===== src/logic/dhps_pkg.sv =====
// package of constants for the dual slot hot-plug sequencer
package dhps_pkg;
    // timing clock
    localparam int unsigned CLK_HZ          = 25000000;
    // times in their own units
    localparam int unsigned RESET_DELAY_MS  = 100;
    localparam int unsigned DEBOUNCE_MS     = 5;
    localparam int unsigned SETTLE_MS       = 5;
    localparam int unsigned RETRY_MS        = 1500;
    // cycle counts, clock per millisecond rounded down, then scaled by the time
    localparam int unsigned RESET_DELAY_CYC = (CLK_HZ / 1000) * RESET_DELAY_MS;
    localparam int unsigned DEBOUNCE_CYC    = (CLK_HZ / 1000) * DEBOUNCE_MS;
    localparam int unsigned SETTLE_CYC      = (CLK_HZ / 1000) * SETTLE_MS;
    localparam int unsigned RETRY_CYC       = (CLK_HZ / 1000) * RETRY_MS;
    localparam int unsigned CNT_W           = 26;
    localparam int unsigned SLOTS           = 2;

    // per-slot sequencer states
    typedef enum logic [3:0] {
        DHPS_OFF   = 4'h1,
        DHPS_WAIT  = 4'h2,
        DHPS_ON    = 4'h4,
        DHPS_FAULT = 4'h8
    } dhps_state_e;
endpackage : dhps_pkg


===== src/logic/dhps_sequencer.sv =====
// dual slot hot-plug power sequencer control logic
//
// Overview of operation
// a switched-off slot connects discharge switches on its main output rails
// slot over-temperature shuts that slot off and asserts its fault only
// die over-temperature shuts both slots off regardless of force-on
// power-ok asserted only while slot enabled and all three rails above threshold
// reset release held low at least 100 ms after rails good; after a rail dropout in DHPS_ON the code drives it high with no delay
// reset driven low at once whenever slot power disabled
// force-on turns on all rails, ignores faults, hides power-ok and fault
// standby undervoltage lockout stays effective during force-on
// attention inputs debounced 5 ms drive open-drain attention outputs
// recovery-select low retries every 1.5 s; high latches off after fault
// aux rail turned on only while card-present is low
// commands ignored while card absent and 5 ms after it appears
// unconnected control inputs read high and therefore inactive
// latch mode clears by cycling the enable of the faulted rail group
// regulation timer expiry turns slot off and drives fault low
// severe overcurrent on a main rail shuts outputs at once
// all intervals counted on the free clock, one counter set per slot
// analogue indications synchronised through two flops before use
`timescale 1ns/10ps
module dhps_sequencer (
    input  wire logic       clk,
    input  wire logic       rst,
    input  wire logic       standby_undervoltage_lockout, // high while standby rail too low
    input  wire logic       die_overtemp,                 // async, whole die
    input  wire logic       recovery_select_n,            // low = retry, high/open = latch
    input  wire logic [1:0] card_present_n,               // low = card seated
    input  wire logic [1:0] main_enable_n,
    input  wire logic [1:0] aux_rail_enable_n,
    input  wire logic [1:0] force_on_n,
    input  wire logic [1:0] slot_overtemp,                // async
    input  wire logic [1:0] main_uv_ok,                   // async, both main rails above threshold
    input  wire logic [1:0] aux_uv_ok,                    // async
    input  wire logic [1:0] main_regulation_expired,      // async, timer reached limit
    input  wire logic [1:0] aux_regulation_expired,       // async
    input  wire logic [1:0] main_severe_overcurrent,      // async
    input  wire logic [1:0] attention_input,              // async
    output logic      [1:0] main_rail_on,
    output logic      [1:0] aux_rail_on,
    output logic      [1:0] main_discharge_on,
    output logic      [1:0] slot_power_ok_n,
    output logic      [1:0] slot_reset_n,
    output logic      [1:0] slot_fault_n,
    output logic      [1:0] attention_output_oe            // open drain: high pulls low
);

    // ******************************************************************
    // input synchronisers
    // ******************************************************************
    localparam int unsigned NS = 25;
    logic [NS-1:0] async_in;
    logic [NS-1:0] sync1;
    logic [NS-1:0] sync2;

    assign async_in = {standby_undervoltage_lockout, die_overtemp, recovery_select_n,
                       card_present_n, main_enable_n, aux_rail_enable_n, force_on_n,
                       slot_overtemp, main_uv_ok, aux_uv_ok, main_regulation_expired,
                       aux_regulation_expired, main_severe_overcurrent, attention_input};

    // two flops; only sync2 is read
    always_ff @(posedge clk) begin
        if (rst) begin
            sync1 <= {NS{1'b0}};
            sync2 <= {NS{1'b0}};
        end else begin
            sync1 <= async_in;
            sync2 <= sync1;
        end
    end

    logic       s_uvlo, s_die_ot, s_latch_mode;
    logic [1:0] s_abs, s_main_cmd, s_aux_cmd, s_force, s_slot_ot, s_main_ok, s_aux_ok;
    logic [1:0] s_main_exp, s_aux_exp, s_woc, s_att;
    logic [1:0] s_prs_n, s_men_n, s_aen_n, s_fon_n;

    // pulled-up inputs read high = inactive; commands are active low
    assign {s_uvlo, s_die_ot, s_latch_mode, s_prs_n, s_men_n, s_aen_n, s_fon_n, s_slot_ot,
            s_main_ok, s_aux_ok, s_main_exp, s_aux_exp, s_woc, s_att} = sync2;
    assign s_abs      = s_prs_n;
    assign s_main_cmd = ~s_men_n;
    assign s_aux_cmd  = ~s_aen_n;
    assign s_force    = ~s_fon_n;

    // ******************************************************************
    // per-slot sequencing
    // ******************************************************************
    dhps_pkg::dhps_state_e       state      [2];
    dhps_pkg::dhps_state_e       next_state [2];
    logic [dhps_pkg::CNT_W-1:0]  tmr        [2];
    logic [dhps_pkg::CNT_W-1:0]  next_tmr   [2];
    logic [dhps_pkg::CNT_W-1:0]  settle     [2];
    logic [dhps_pkg::CNT_W-1:0]  next_settle[2];
    logic [dhps_pkg::CNT_W-1:0]  deb        [2];
    logic [dhps_pkg::CNT_W-1:0]  next_deb   [2];
    logic [1:0] att_val, next_att_val;
    logic [1:0] m_flt, a_flt, next_m_flt, next_a_flt;
    logic [1:0] m_cmd_d, a_cmd_d;
    logic [1:0] cmd_ok, slot_en, forced, rails_good;

    function automatic logic [dhps_pkg::CNT_W-1:0] cnt_up(
        input logic [dhps_pkg::CNT_W-1:0] v, input int unsigned lim);
        cnt_up = (v >= dhps_pkg::CNT_W'(lim)) ? v : v + 1'b1;
    endfunction

    // next-state logic for both slots
    always_comb begin
        for (int i = 0; i < dhps_pkg::SLOTS; i++) begin
            next_state[i]   = state[i];
            next_tmr[i]     = tmr[i];
            next_m_flt[i]   = m_flt[i];
            next_a_flt[i]   = a_flt[i];
            // presence settling gate
            next_settle[i]  = s_abs[i] ? '0 : cnt_up(settle[i], dhps_pkg::SETTLE_CYC);
            cmd_ok[i]       = !s_abs[i] && settle[i] >= dhps_pkg::CNT_W'(dhps_pkg::SETTLE_CYC);
            // die over-temperature overrides force-on as well
            forced[i]       = cmd_ok[i] && s_force[i] && !s_uvlo && !s_die_ot;
            slot_en[i]      = cmd_ok[i] && (s_main_cmd[i] || s_aux_cmd[i]) && !s_uvlo;
            rails_good[i]   = s_main_ok[i] && s_aux_ok[i];
            // debounce: value moves only after steady input
            next_att_val[i] = att_val[i];
            if (s_att[i] == att_val[i]) begin
                next_deb[i] = '0;
            end else if (deb[i] >= dhps_pkg::CNT_W'(dhps_pkg::DEBOUNCE_CYC - 1)) begin
                next_deb[i]     = '0;
                next_att_val[i] = s_att[i];
            end else begin
                next_deb[i] = deb[i] + 1'b1;
            end
            // latch-mode clear by releasing the faulted group's enable
            if (m_cmd_d[i] && !s_main_cmd[i]) next_m_flt[i] = 1'b0;
            if (a_cmd_d[i] && !s_aux_cmd[i]) next_a_flt[i] = 1'b0;
            case (state[i])
                dhps_pkg::DHPS_OFF: begin
                    next_tmr[i] = '0;
                    if (slot_en[i] && !m_flt[i] && !a_flt[i] && !s_die_ot)
                        next_state[i] = dhps_pkg::DHPS_WAIT;
                end
                dhps_pkg::DHPS_WAIT, dhps_pkg::DHPS_ON: begin
                    // reset delay counts from rails good
                    next_tmr[i] = rails_good[i] ? cnt_up(tmr[i], dhps_pkg::RESET_DELAY_CYC) : '0;
                    if (state[i] == dhps_pkg::DHPS_WAIT &&
                        tmr[i] >= dhps_pkg::CNT_W'(dhps_pkg::RESET_DELAY_CYC))
                        next_state[i] = dhps_pkg::DHPS_ON;
                    if (!slot_en[i]) next_state[i] = dhps_pkg::DHPS_OFF;
                    if (!forced[i] && (s_slot_ot[i] || s_main_exp[i] || s_woc[i] ||
                                       s_aux_exp[i])) begin
                        next_state[i] = dhps_pkg::DHPS_FAULT;
                        next_tmr[i]   = '0;
                        next_m_flt[i] = s_slot_ot[i] | s_main_exp[i] | s_woc[i];
                        next_a_flt[i] = s_slot_ot[i] | s_aux_exp[i];
                    end
                    if (s_die_ot) next_state[i] = dhps_pkg::DHPS_OFF;
                end
                dhps_pkg::DHPS_FAULT: begin
                    next_tmr[i] = cnt_up(tmr[i], dhps_pkg::RETRY_CYC);
                    if (!s_latch_mode && tmr[i] >= dhps_pkg::CNT_W'(dhps_pkg::RETRY_CYC)) begin
                        next_state[i] = dhps_pkg::DHPS_OFF;
                        next_m_flt[i] = 1'b0;
                        next_a_flt[i] = 1'b0;
                    end else if (s_latch_mode && !next_m_flt[i] && !next_a_flt[i]) begin
                        next_state[i] = dhps_pkg::DHPS_OFF;
                    end
                end
                default: next_state[i] = dhps_pkg::DHPS_OFF;
            endcase
        end
    end

    // state registers
    always_ff @(posedge clk) begin
        for (int i = 0; i < dhps_pkg::SLOTS; i++) begin
            if (rst) begin
                state[i]  <= dhps_pkg::DHPS_OFF;
                tmr[i]    <= '0;
                settle[i] <= '0;
                deb[i]    <= '0;
            end else begin
                state[i]  <= next_state[i];
                tmr[i]    <= next_tmr[i];
                settle[i] <= next_settle[i];
                deb[i]    <= next_deb[i];
            end
        end
        if (rst) begin
            att_val <= 2'h0;
            m_flt   <= 2'h0;
            a_flt   <= 2'h0;
            m_cmd_d <= 2'h0;
            a_cmd_d <= 2'h0;
        end else begin
            att_val <= next_att_val;
            m_flt   <= next_m_flt;
            a_flt   <= next_a_flt;
            m_cmd_d <= s_main_cmd;
            a_cmd_d <= s_aux_cmd;
        end
    end

    // ******************************************************************
    // outputs
    // ******************************************************************
    logic [1:0] run;
    always_comb begin
        for (int i = 0; i < dhps_pkg::SLOTS; i++) begin
            run[i] = (state[i] == dhps_pkg::DHPS_WAIT || state[i] == dhps_pkg::DHPS_ON) &&
                     !s_die_ot && !s_uvlo;
        end
    end

    // rail drive, discharge, status (registered)
    always_ff @(posedge clk) begin
        if (rst) begin
            main_rail_on        <= 2'h0;
            aux_rail_on         <= 2'h0;
            main_discharge_on   <= 2'h3;
            slot_power_ok_n     <= 2'h3;
            slot_reset_n        <= 2'h0;
            slot_fault_n        <= 2'h3;
            attention_output_oe <= 2'h0;
        end else begin
            for (int i = 0; i < dhps_pkg::SLOTS; i++) begin
                main_rail_on[i] <= forced[i] || (run[i] && s_main_cmd[i]);
                aux_rail_on[i]  <= !s_abs[i] && (forced[i] || (run[i] && s_aux_cmd[i]));
                main_discharge_on[i] <= !(forced[i] || (run[i] && s_main_cmd[i]));
                slot_power_ok_n[i] <= !(!forced[i] && run[i] && rails_good[i]);
                slot_reset_n[i] <= !forced[i] && run[i] &&
                                   state[i] == dhps_pkg::DHPS_ON && rails_good[i];
                slot_fault_n[i] <= forced[i] || state[i] != dhps_pkg::DHPS_FAULT;
                attention_output_oe[i] <= !att_val[i];
            end
        end
    end

    // ******************************************************************
    // assertions and covers
    // ******************************************************************
    // a main rail is either switched on or discharged
    AST_DISCHARGE: assert property (@(posedge clk) disable iff (rst)
        (main_rail_on | main_discharge_on) == 2'h3)
        else $error("main rail neither on nor discharged");
    // slot over-temperature moves a running slot to fault
    AST_SLOT_OT: assert property (@(posedge clk) disable iff (rst)
        run[0] && s_slot_ot[0] && !forced[0] && !s_die_ot |=>
        state[0] == dhps_pkg::DHPS_FAULT)
        else $error("slot over-temperature did not fault the slot");
    // fault state shows on the fault output unless forced
    AST_FAULT_OUT: assert property (@(posedge clk) disable iff (rst)
        state[1] == dhps_pkg::DHPS_FAULT && !forced[1] |=> !slot_fault_n[1])
        else $error("fault state without fault output");
    // die over-temperature removes every rail of both slots
    AST_DIE_OT: assert property (@(posedge clk) disable iff (rst)
        s_die_ot |=> (main_rail_on | aux_rail_on) == 2'h0)
        else $error("rail on during die over-temperature");
    // standby lockout removes every rail, even under force-on
    AST_UVLO: assert property (@(posedge clk) disable iff (rst)
        s_uvlo |=> (main_rail_on | aux_rail_on) == 2'h0)
        else $error("rail on during standby lockout");
    // force-on hides power-ok and fault
    AST_FORCE_HIDES: assert property (@(posedge clk) disable iff (rst)
        ($past(forced) & ~(slot_power_ok_n & slot_fault_n)) == 2'h0)
        else $error("status shown during force-on");
    // aux rail stays off without a seated card
    AST_AUX_PRESENT: assert property (@(posedge clk) disable iff (rst)
        (aux_rail_on & $past(s_abs)) == 2'h0)
        else $error("aux rail on without card");
    // reset output low once the slot is disabled
    AST_RESET_DROP: assert property (@(posedge clk) disable iff (rst)
        !slot_en[0] |-> ##2 !slot_reset_n[0])
        else $error("reset output high after disable");

    COV_FORCED: cover property (@(posedge clk) disable iff (rst)
        forced[0] && main_rail_on[0]);
    COV_FAULT: cover property (@(posedge clk) disable iff (rst)
        !slot_fault_n[1]);
    COV_POWER_OK: cover property (@(posedge clk) disable iff (rst)
        slot_power_ok_n != 2'h3);

endmodule // dhps_sequencer


===== config.mk =====
export PLATFORM = sky130hd
export DESIGN_NAME = dhps_sequencer
export DESIGN_NICKNAME = d
export VERILOG_FILES = /design/src/logic/dhps_pkg.sv /design/src/logic/dhps_sequencer.sv
export SDC_FILE = /design/constraint.sdc
export NUM_CORES = 1
export LEC_CHECK = 0
export BUFFER_PORTS_ARGS = -buffer_cell sky130_fd_sc_hd__buf_2
export CORE_AREA = 4 4 133 148
export DETAILED_ROUTE_END_ITERATION = 8
export DIE_AREA = 0 0 137 152
export PLACE_DENSITY = 0.71
export SLEW_MARGIN = 10
export SYNTH_ARGS = -nofsm -noshare
export SYNTH_HDL_FRONTEND = slang
export SYNTH_SLANG_ARGS = --single-unit

===== constraint.sdc =====
create_clock -name clk -period 2.8 [get_ports clk]
set_input_delay 0.56 -clock clk [delete_from_list [all_inputs] [get_ports clk]]
set_output_delay 0.56 -clock clk [all_outputs]
set_load 0.05 [all_outputs]

==> results of run 1 <==
-- cell usage in the layout, fill, tap and decap left out, drive strengths merged, types with 6 or more instances in the layout --
cell | synthesis | layout
nor4 | 16 | 16
and4 | 6 | 6
inv | 26 | 26
o31ai | 25 | 25
nor2b | 81 | 81
or2 | 10 | 10
a31oi | 15 | 15
and3 | 18 | 18
buf | 6 | 62
xor2 | 34 | 34
dfxtp | 238 | 238
xnor2 | 24 | 24
clkbuf | 48 | 30
o21ai | 57 | 57
nor3 | 28 | 28
conb | 1 | 18
a21oi | 46 | 46
nor2 | 150 | 150
nand3 | 46 | 46
nand4 | 24 | 24
ha | 10 | 10
nand2 | 88 | 88
or4 | 18 | 18
o211ai | 8 | 8
nand2b | 9 | 9
o41ai | 8 | 8
and2 | 23 | 23
or3 | 20 | 20
-- cell families after synthesis --
| kind of cell | share of synthesized area [%] |
|---|---|
| and+or+nand+nor | 28.96 |
| DFF | 48.32 |
| AOI/OAI and AO/OA | 12.54 |
| buffers and inverters | 3.223 |
| xor gates and xnor gates | 5.152 |
| adders and majority gates | 1.269 |
| muxes | 0.5076 |
| other | 0.03803 |
-- per-layer routing --
| metal | part of all wire (%) | GRT usage [%] | vias to the layer above |
|---|---|---|---|
| met1 | 49 | 26.81 | 3549 |
| met3 | 4.1 | 2.612 | 32 |
| li1 | - | - | 4056 |
| met5 | 0 | 0 | - |
| met4 | 2.0 | 4.848 | 0 |
| met2 | 44 | 29.07 | 129 |
-- worst max-delay path: cells and delay by family, from the launching register on --
| kind | cells | cell delay [ns] |
|---|---|---|
| buffers and inverters | 1 | 0.21 |
| DFF | 1 | 0.38 |
| AOI/OAI and AO/OA | 4 | 0.98 |
| and+or+nand+nor | 3 | 0.92 |
-- power groups by stage --
| stage | clock, mW | sequential (mW) | combinational (mW) |
|---|---|---|---|
| final | 3.47 | 3.53 | 0.505 |
| after CTS | 3.56 | 3.52 | 0.512 |
| after detailed placement | 0 | 3.60 | 0.508 |
| after global placement | 0 | 3.60 | 0.507 |
| after global routing | 3.69 | 3.53 | 0.571 |
| after floorplan | 0 | 3.60 | 0.365 |
-- through the flow --
| stage | utilization (%) | setup WS, ns | instance area [um^2] | hold slack, ns | std cells |
|---|---|---|---|---|---|
| after global placement | 57.05 | 0.1865 | 10390 | 0.4186 | 1408 |
| after CTS | 61.86 | 0.1354 | 11270 | 0.2422 | 1450 |
| after detailed placement | 57.05 | 0.1655 | 10390 | 0.4234 | 1408 |
| after global routing | 61.87 | 0.01348 | 11270 | 0.2459 | 1450 |
| final | 61.87 | 0.2302 | 11270 | 0.2558 | 1450 |
| after floorplan | - | 0.3218 | 9925 | 0.4138 | 1157 |
-- how the worst min path moves through the flow --
stage                       start  cells past startpoint   endpoint
2_1_floorplan            sync1[0]                      1   sync2[0]
3_3_place_gp            sync1[16]                      1  sync2[16]
3_5_place_dp            sync1[10]                      1  sync2[10]
4_1_cts        attention_input[0]                      2   sync1[0]
5_1_grt              aux_uv_ok[0]                      2   sync1[8]
6_report       attention_input[0]                      2   sync1[0]
-- cell type report --
class                           count  area, um^2  area share (%)
Multi-Input combinational cell    839        4847           43.01
Sequential cell                   238        4765           42.27
Clock buffer                       30       684.4           6.072
Timing Repair Buffer               62       380.4           3.375
Tap cell                          243       304.0           2.698
Clock inverter                     12       192.7           1.710
Inverter                           26       97.59          0.8659
-- registers in the layout, summed over array words and instances, names as in the netlist --
name / cells
deb: 52
settle: 52
tmr: 52
sync1: 25
sync2: 25
state: 8
a_cmd_d: 2
a_flt: 2
att_val: 2
attention_output_oe: 2
aux_rail_on: 2
m_cmd_d: 2
m_flt: 2
main_discharge_on: 2
main_rail_on: 2
slot_fault_n: 2
slot_power_ok_n: 2
slot_reset_n: 2
-- repair_timing --
| action | CTS | global route |
|---|---|---|
| setup endpoints to repair | 0 | 4 |
| hold buffers | 0 | 0 |
| resized for setup | 0 | 1 |
==> flow_metrics.tcl, run 1 <==
set metrics [dict create \
    synth_enable_flop_cells 0 \
    async_flop_share_pct 0 \
    synth_top_area_share_pct 48.32 \
    slowest_stage "or4_1" \
    fp.dieW_um 137 \
    crit_path_end_kind "flip-flop" \
    fmax_ghz 0.3891 \
    wl_per_cell_um 13.38 \
    synth_most_common_cell "dfxtp_1" \
    crit_chain "nand4_1, nor4b_1, a211oi_1, buf_4, o21a_1, a211o_2, or4_1, a21oi_1" \
    vias 7766 \
    worst-path-max-fanout 22 \
    worstPathArrival_ns 3.01 \
    min_period_over_period_pct 91.78 \
    die-area_um2 20820 \
    synthTopCellsByCount "dfxtp_1, nor2_1, nand2_1, nor2b_1, o21ai_0" \
    clockBufferDepth 3 \
    grt_pass1_vias 7336 \
    track_usage_pct 18.53 \
    internal_power_mw 5.840 \
    viasPerCell 5.356 \
    p_comb_share_pct 6.7 \
    crit_type "reg -> reg" \
    r2r-end "tmr[1][22]" \
    ys_seq_area_share_pct 48.32 \
    first_pass_iters 5 \
    ant_nets 0 \
    seq_power_share_pct 47.0 \
    worst_pin_slew_ns 0.6339 \
    ys.flop_type "dfxtp_1" \
    syn_to_final_growth_pct 14.30 \
    grt_max_degree 71 \
    ys_seq_elements 238 \
    p_sw_mw 1.661 \
    diodes 0 \
    status "completed" \
    antenna_found_initial 0 \
    fin_skew_ns 0.006920 \
    finalCriticalPeriod_ns 2.570 \
    cts-root-buf "clkbuf_16" \
    power_mw 7.502 \
    drc 0 \
    nets 1228 \
    nFillCells 1611 \
    synth_top_area_cell "dfxtp_1" \
    grt_pass1_wl_mm 33.52 \
    place_hpwl_mm 12.95 \
    synth_area_um2 9861 \
    first_iter_violations 490 \
    switching_share_pct 22.15 \
    yosysWarningCount 0 \
    grt_setup_unrepaired "no" \
    power_density_nw_per_um2 665.6 \
    path_clk_slew_ns 0.06 \
    clkPwrFrac_pct 46.3 \
    clkLatencyLatePin_ns 0.51 \
    clkSinkCount 238 \
    max_stage_delay_ns 0.51 \
    top_level_ports 41 \
    cap_violations 0 \
    die_y_um 152 \
    routed_wl_mm 19.40 \
    num_rows 52 \
    drv_slew 0 \
    netlist_instances 1140 \
    start_util_pct 54.13 \
    endpoint "tmr[1][22]" \
    cts_tree "built" \
    critPathLaunch "settle[1][14]" \
    fin_tns_setup_ns 0 \
    r2r-start "settle[1][14]" \
    r2r_slack_ns 0.23 \
    p_leak_nw 4.110 \
    startpoint_type "flip-flop" \
    postCtsSetupBuffers 0 \
    ys_types 61 \
    grt_overflow 0 \
    required_ns 3.24 \
    portBuffers 40 \
    ir_worst_vdd_uv 611.9 \
    rr_worst_depth 8 \
    relSlewSlack_pct 57.58 \
    hold_path_class "in -> reg" \
    numCtsBuffers 24 \
    hold_violations 0 \
    core-area_um2 18220 \
    ys_top_cells_by_area "dfxtp_1, nor2_1, nor2b_1, nand2_1, xor2_1" \
    drive_gt1_share_pct 9.776 \
    htreeDepth 1 \
    routabilityCongestion 0.8514 \
    postSynthAreaPerCell_um2 8.650 \
    setup_viol 0 \
]
No activity file was read; power rests on OpenSTA's default activity.
==> inputs of run 2 (changes only) <==
Settings changed: ABC_AREA from default to 1, CORE_AREA 4 4 133 148 to 4 4 144 160, DIE_AREA 0 0 137 152 to 0 0 148 164.
==> run 2 against run 1 <==
Against the previous run:
- design area grew 15%
- combinational power increased to 4.0 times the previous value
- sequential share of layout area fell by 5.5 points
- critical path type unchanged
- critical endpoint is now tmr[0][5]
- largest cell class unchanged
==> flow_metrics.tcl, run 2 <==
set metrics [dict create \
    reg_top3 "deb x52, settle x52, tmr x52" \
    crit_top_cell "nand3_4" \
    place_hpwl_mm 18.24 \
    num_rows 56 \
    postSynthAreaPerCell_um2 6.695 \
    post-place-ws_ns 0.4978 \
    drv_slew 0 \
    clkPwrFrac_pct 36.6 \
    final_cell_mix "nand2_1, nor2_1, inv_1, dfxtp_1, nand3_1" \
    synth_top_area_cell "dfxtp_1" \
    first_iter_violations 532 \
    vias 10480 \
    path_clk_slew_ns 0.06 \
    nFillCells 2075 \
    grt_max_degree 50 \
    cts_tree "built" \
    track_usage_pct 21.50 \
    cts-root-buf "clkbuf_16" \
    hold_violations 0 \
    netlist_instances 1739 \
    timing.hold.ws_ns 0.2147 \
    synth_top_area_share_pct 40.92 \
    startpoint_type "flip-flop" \
    required_ns 3.23 \
    fmax_ghz 0.4378 \
    postCtsSetupBuffers 0 \
    portBuffers 40 \
    routed_wl_mm 25.58 \
    ys_seq_elements 238 \
    finalCriticalPeriod_ns 2.284 \
    p_leak_nw 5.447 \
    ir_worst_vdd_uv 541.5 \
    core-area_um2 21300 \
    worst-path-max-fanout 31 \
    status "completed" \
    first_pass_iters 5 \
    r2r_slack_ns 0.52 \
    htreeDepth 1 \
    cap_violations 0 \
    synth_enable_flop_cells 0 \
    grt_pass1_vias 9964 \
    ys.flop_type "dfxtp_1" \
    seq_power_share_pct 41.6 \
    fin_ws_ns 0.5157 \
    wl_per_cell_um 12.18 \
    ys_top_cells_by_area "dfxtp_1, nand2_1, nor2_1, inv_1, nand3_1" \
    p_comb_share_pct 21.8 \
    top_level_ports 41 \
    synth_most_common_cell "nand2_1" \
    async_flop_share_pct 0 \
    ys_seq_area_share_pct 40.92 \
    power_density_nw_per_um2 720.0 \
    worstPathArrival_ns 2.72 \
    drc 0 \
    clkSinkCount 238 \
    crit_chain "nand2_1, inv_1, nand2_1, nor2_2, nand3_2, nand2_4, nand3_4, nand2_4, nand3_4, nand3_4, inv_1, nor2_1, nor2_1" \
    fin_skew_ns 0.01026 \
    switching_share_pct 32.47 \
    ys_types 46 \
    yosysWarningCount 0 \
    clkLatencyLatePin_ns 0.54 \
    internal_power_mw 6.307 \
    synthTopCellsByCount "nand2_1, nor2_1, inv_1, dfxtp_1, nand3_1" \
    routabilityCongestion 0.9439 \
    worst-path-buf-inv 2 \
    max_stage_delay_ns 0.37 \
    worst_pin_slew_ns 0.6767 \
    fin_tns_setup_ns 0 \
    crit_path_end_kind "flip-flop" \
    cts.hold.buffers_added 0 \
    grt_overflow 0 \
    slowest_stage "dfxtp_1" \
    crit_type "reg -> reg" \
    final_common_cell "nand2_1" \
    p_sw_mw 3.033 \
    diodes 0 \
    antenna_found_initial 0 \
    setup_viol 0 \
    syn_to_final_growth_pct 11.42 \
    hold_path_class "in -> reg" \
    die_y_um 164 \
    die-area_um2 24270 \
    ctsResizeCount 0 \
    fp.dieW_um 148 \
    synth_area_um2 11640 \
    drive_gt1_share_pct 7.569 \
    clockBufferDepth 3 \
    numCtsBuffers 26 \
    min_period_over_period_pct 81.58 \
    ant_nets 0 \
    viasPerCell 4.989 \
    grt_pass1_wl_mm 44.85 \
    start_util_pct 54.66 \
    path_delay_family "simple AND/OR/NAND/NOR gates" \
    nets 1828 \
    relSlewSlack_pct 54.84 \
    grt_setup_unrepaired "no" \
]
run 2: routing by layer:
metal / GRT usage, % / vias to the layer above / wire length (um)
met4: 6.468 / 0 / 616
met3: 2.787 / 51 / 1362
met1: 27.51 / 4664 / 11410
li1: - / 5529 / -
met2: 37.99 / 232 / 12190
met5: 0 / - / 0
run 2: power by group through the flow:
stage	combinational (mW)	sequential [mW]	clock (mW)
after floorplan	1.69	3.92	0
after global placement	1.97	3.95	0
after detailed placement	2.03	3.96	0
after CTS	2.04	3.88	3.50
after global routing	2.36	3.92	3.65
final	2.03	3.89	3.42
run 2: kinds of logic after synthesis:
kind of cell | after synthesis | synth area share [%]
AO/OA/AOI/OAI | 168 | 8.017
other | 1 | 0.03221
AND/OR/NAND/NOR | 975 | 36.17
adder cells (fa/ha/maj) | 10 | 1.075
XOR/XNOR | 44 | 3.310
flip-flops | 238 | 40.92
buffers and inverters | 303 | 10.47
run 2: area by class of cell:
| class | instances | area, um^2 | area share, % |
|---|---|---|---|
| multi-input cells | 1215 | 5723 | 44.12 |
| well taps | 290 | 362.8 | 2.797 |
| clock inverters | 11 | 142.6 | 1.100 |
| repair buffers | 50 | 275.3 | 2.122 |
| flip-flops and latches | 238 | 4765 | 36.73 |
| inverters | 260 | 975.9 | 7.523 |
| clock buffers | 36 | 728.2 | 5.613 |
run 2: worst paths after layout:
kind                                                  from  depth (start not counted)         to
worst max-delay path                         settle[0][15]                         13  tmr[0][5]
worst min-delay path            main_regulation_expired[1]                          3   sync1[7]
worst max register to register               settle[0][15]                         13  tmr[0][5]
worst min register to register                    sync1[1]                          2   sync2[1]
run 2: through the flow:
| stage | total power [mW] | cells | cell area [um^2] | utilization [%] |
|---|---|---|---|---|
| after global routing | 9.930 | 2100 | 12970 | 60.90 |
| after CTS | 9.425 | 2100 | 12970 | 60.90 |
| after detailed placement | 5.981 | 2053 | 12100 | 56.81 |
| final | 9.340 | 2100 | 12970 | 60.90 |
| after global placement | 5.924 | 2053 | 12100 | 56.81 |
| after floorplan | 5.613 | 1756 | 11710 | - |
run 2: worst register-to-register path, stage by stage, from the launching register on:
cell	delay, ns
dfxtp_1	0.37
nand2_1	0.07
inv_1	0.08
nand2_1	0.07
nor2_2	0.13
nand3_2	0.10
nand2_4	0.18
nand3_4	0.16
nand2_4	0.31
nand3_4	0.11
nand3_4	0.28
inv_1	0.14
nor2_1	0.12
nor2_1	0.06
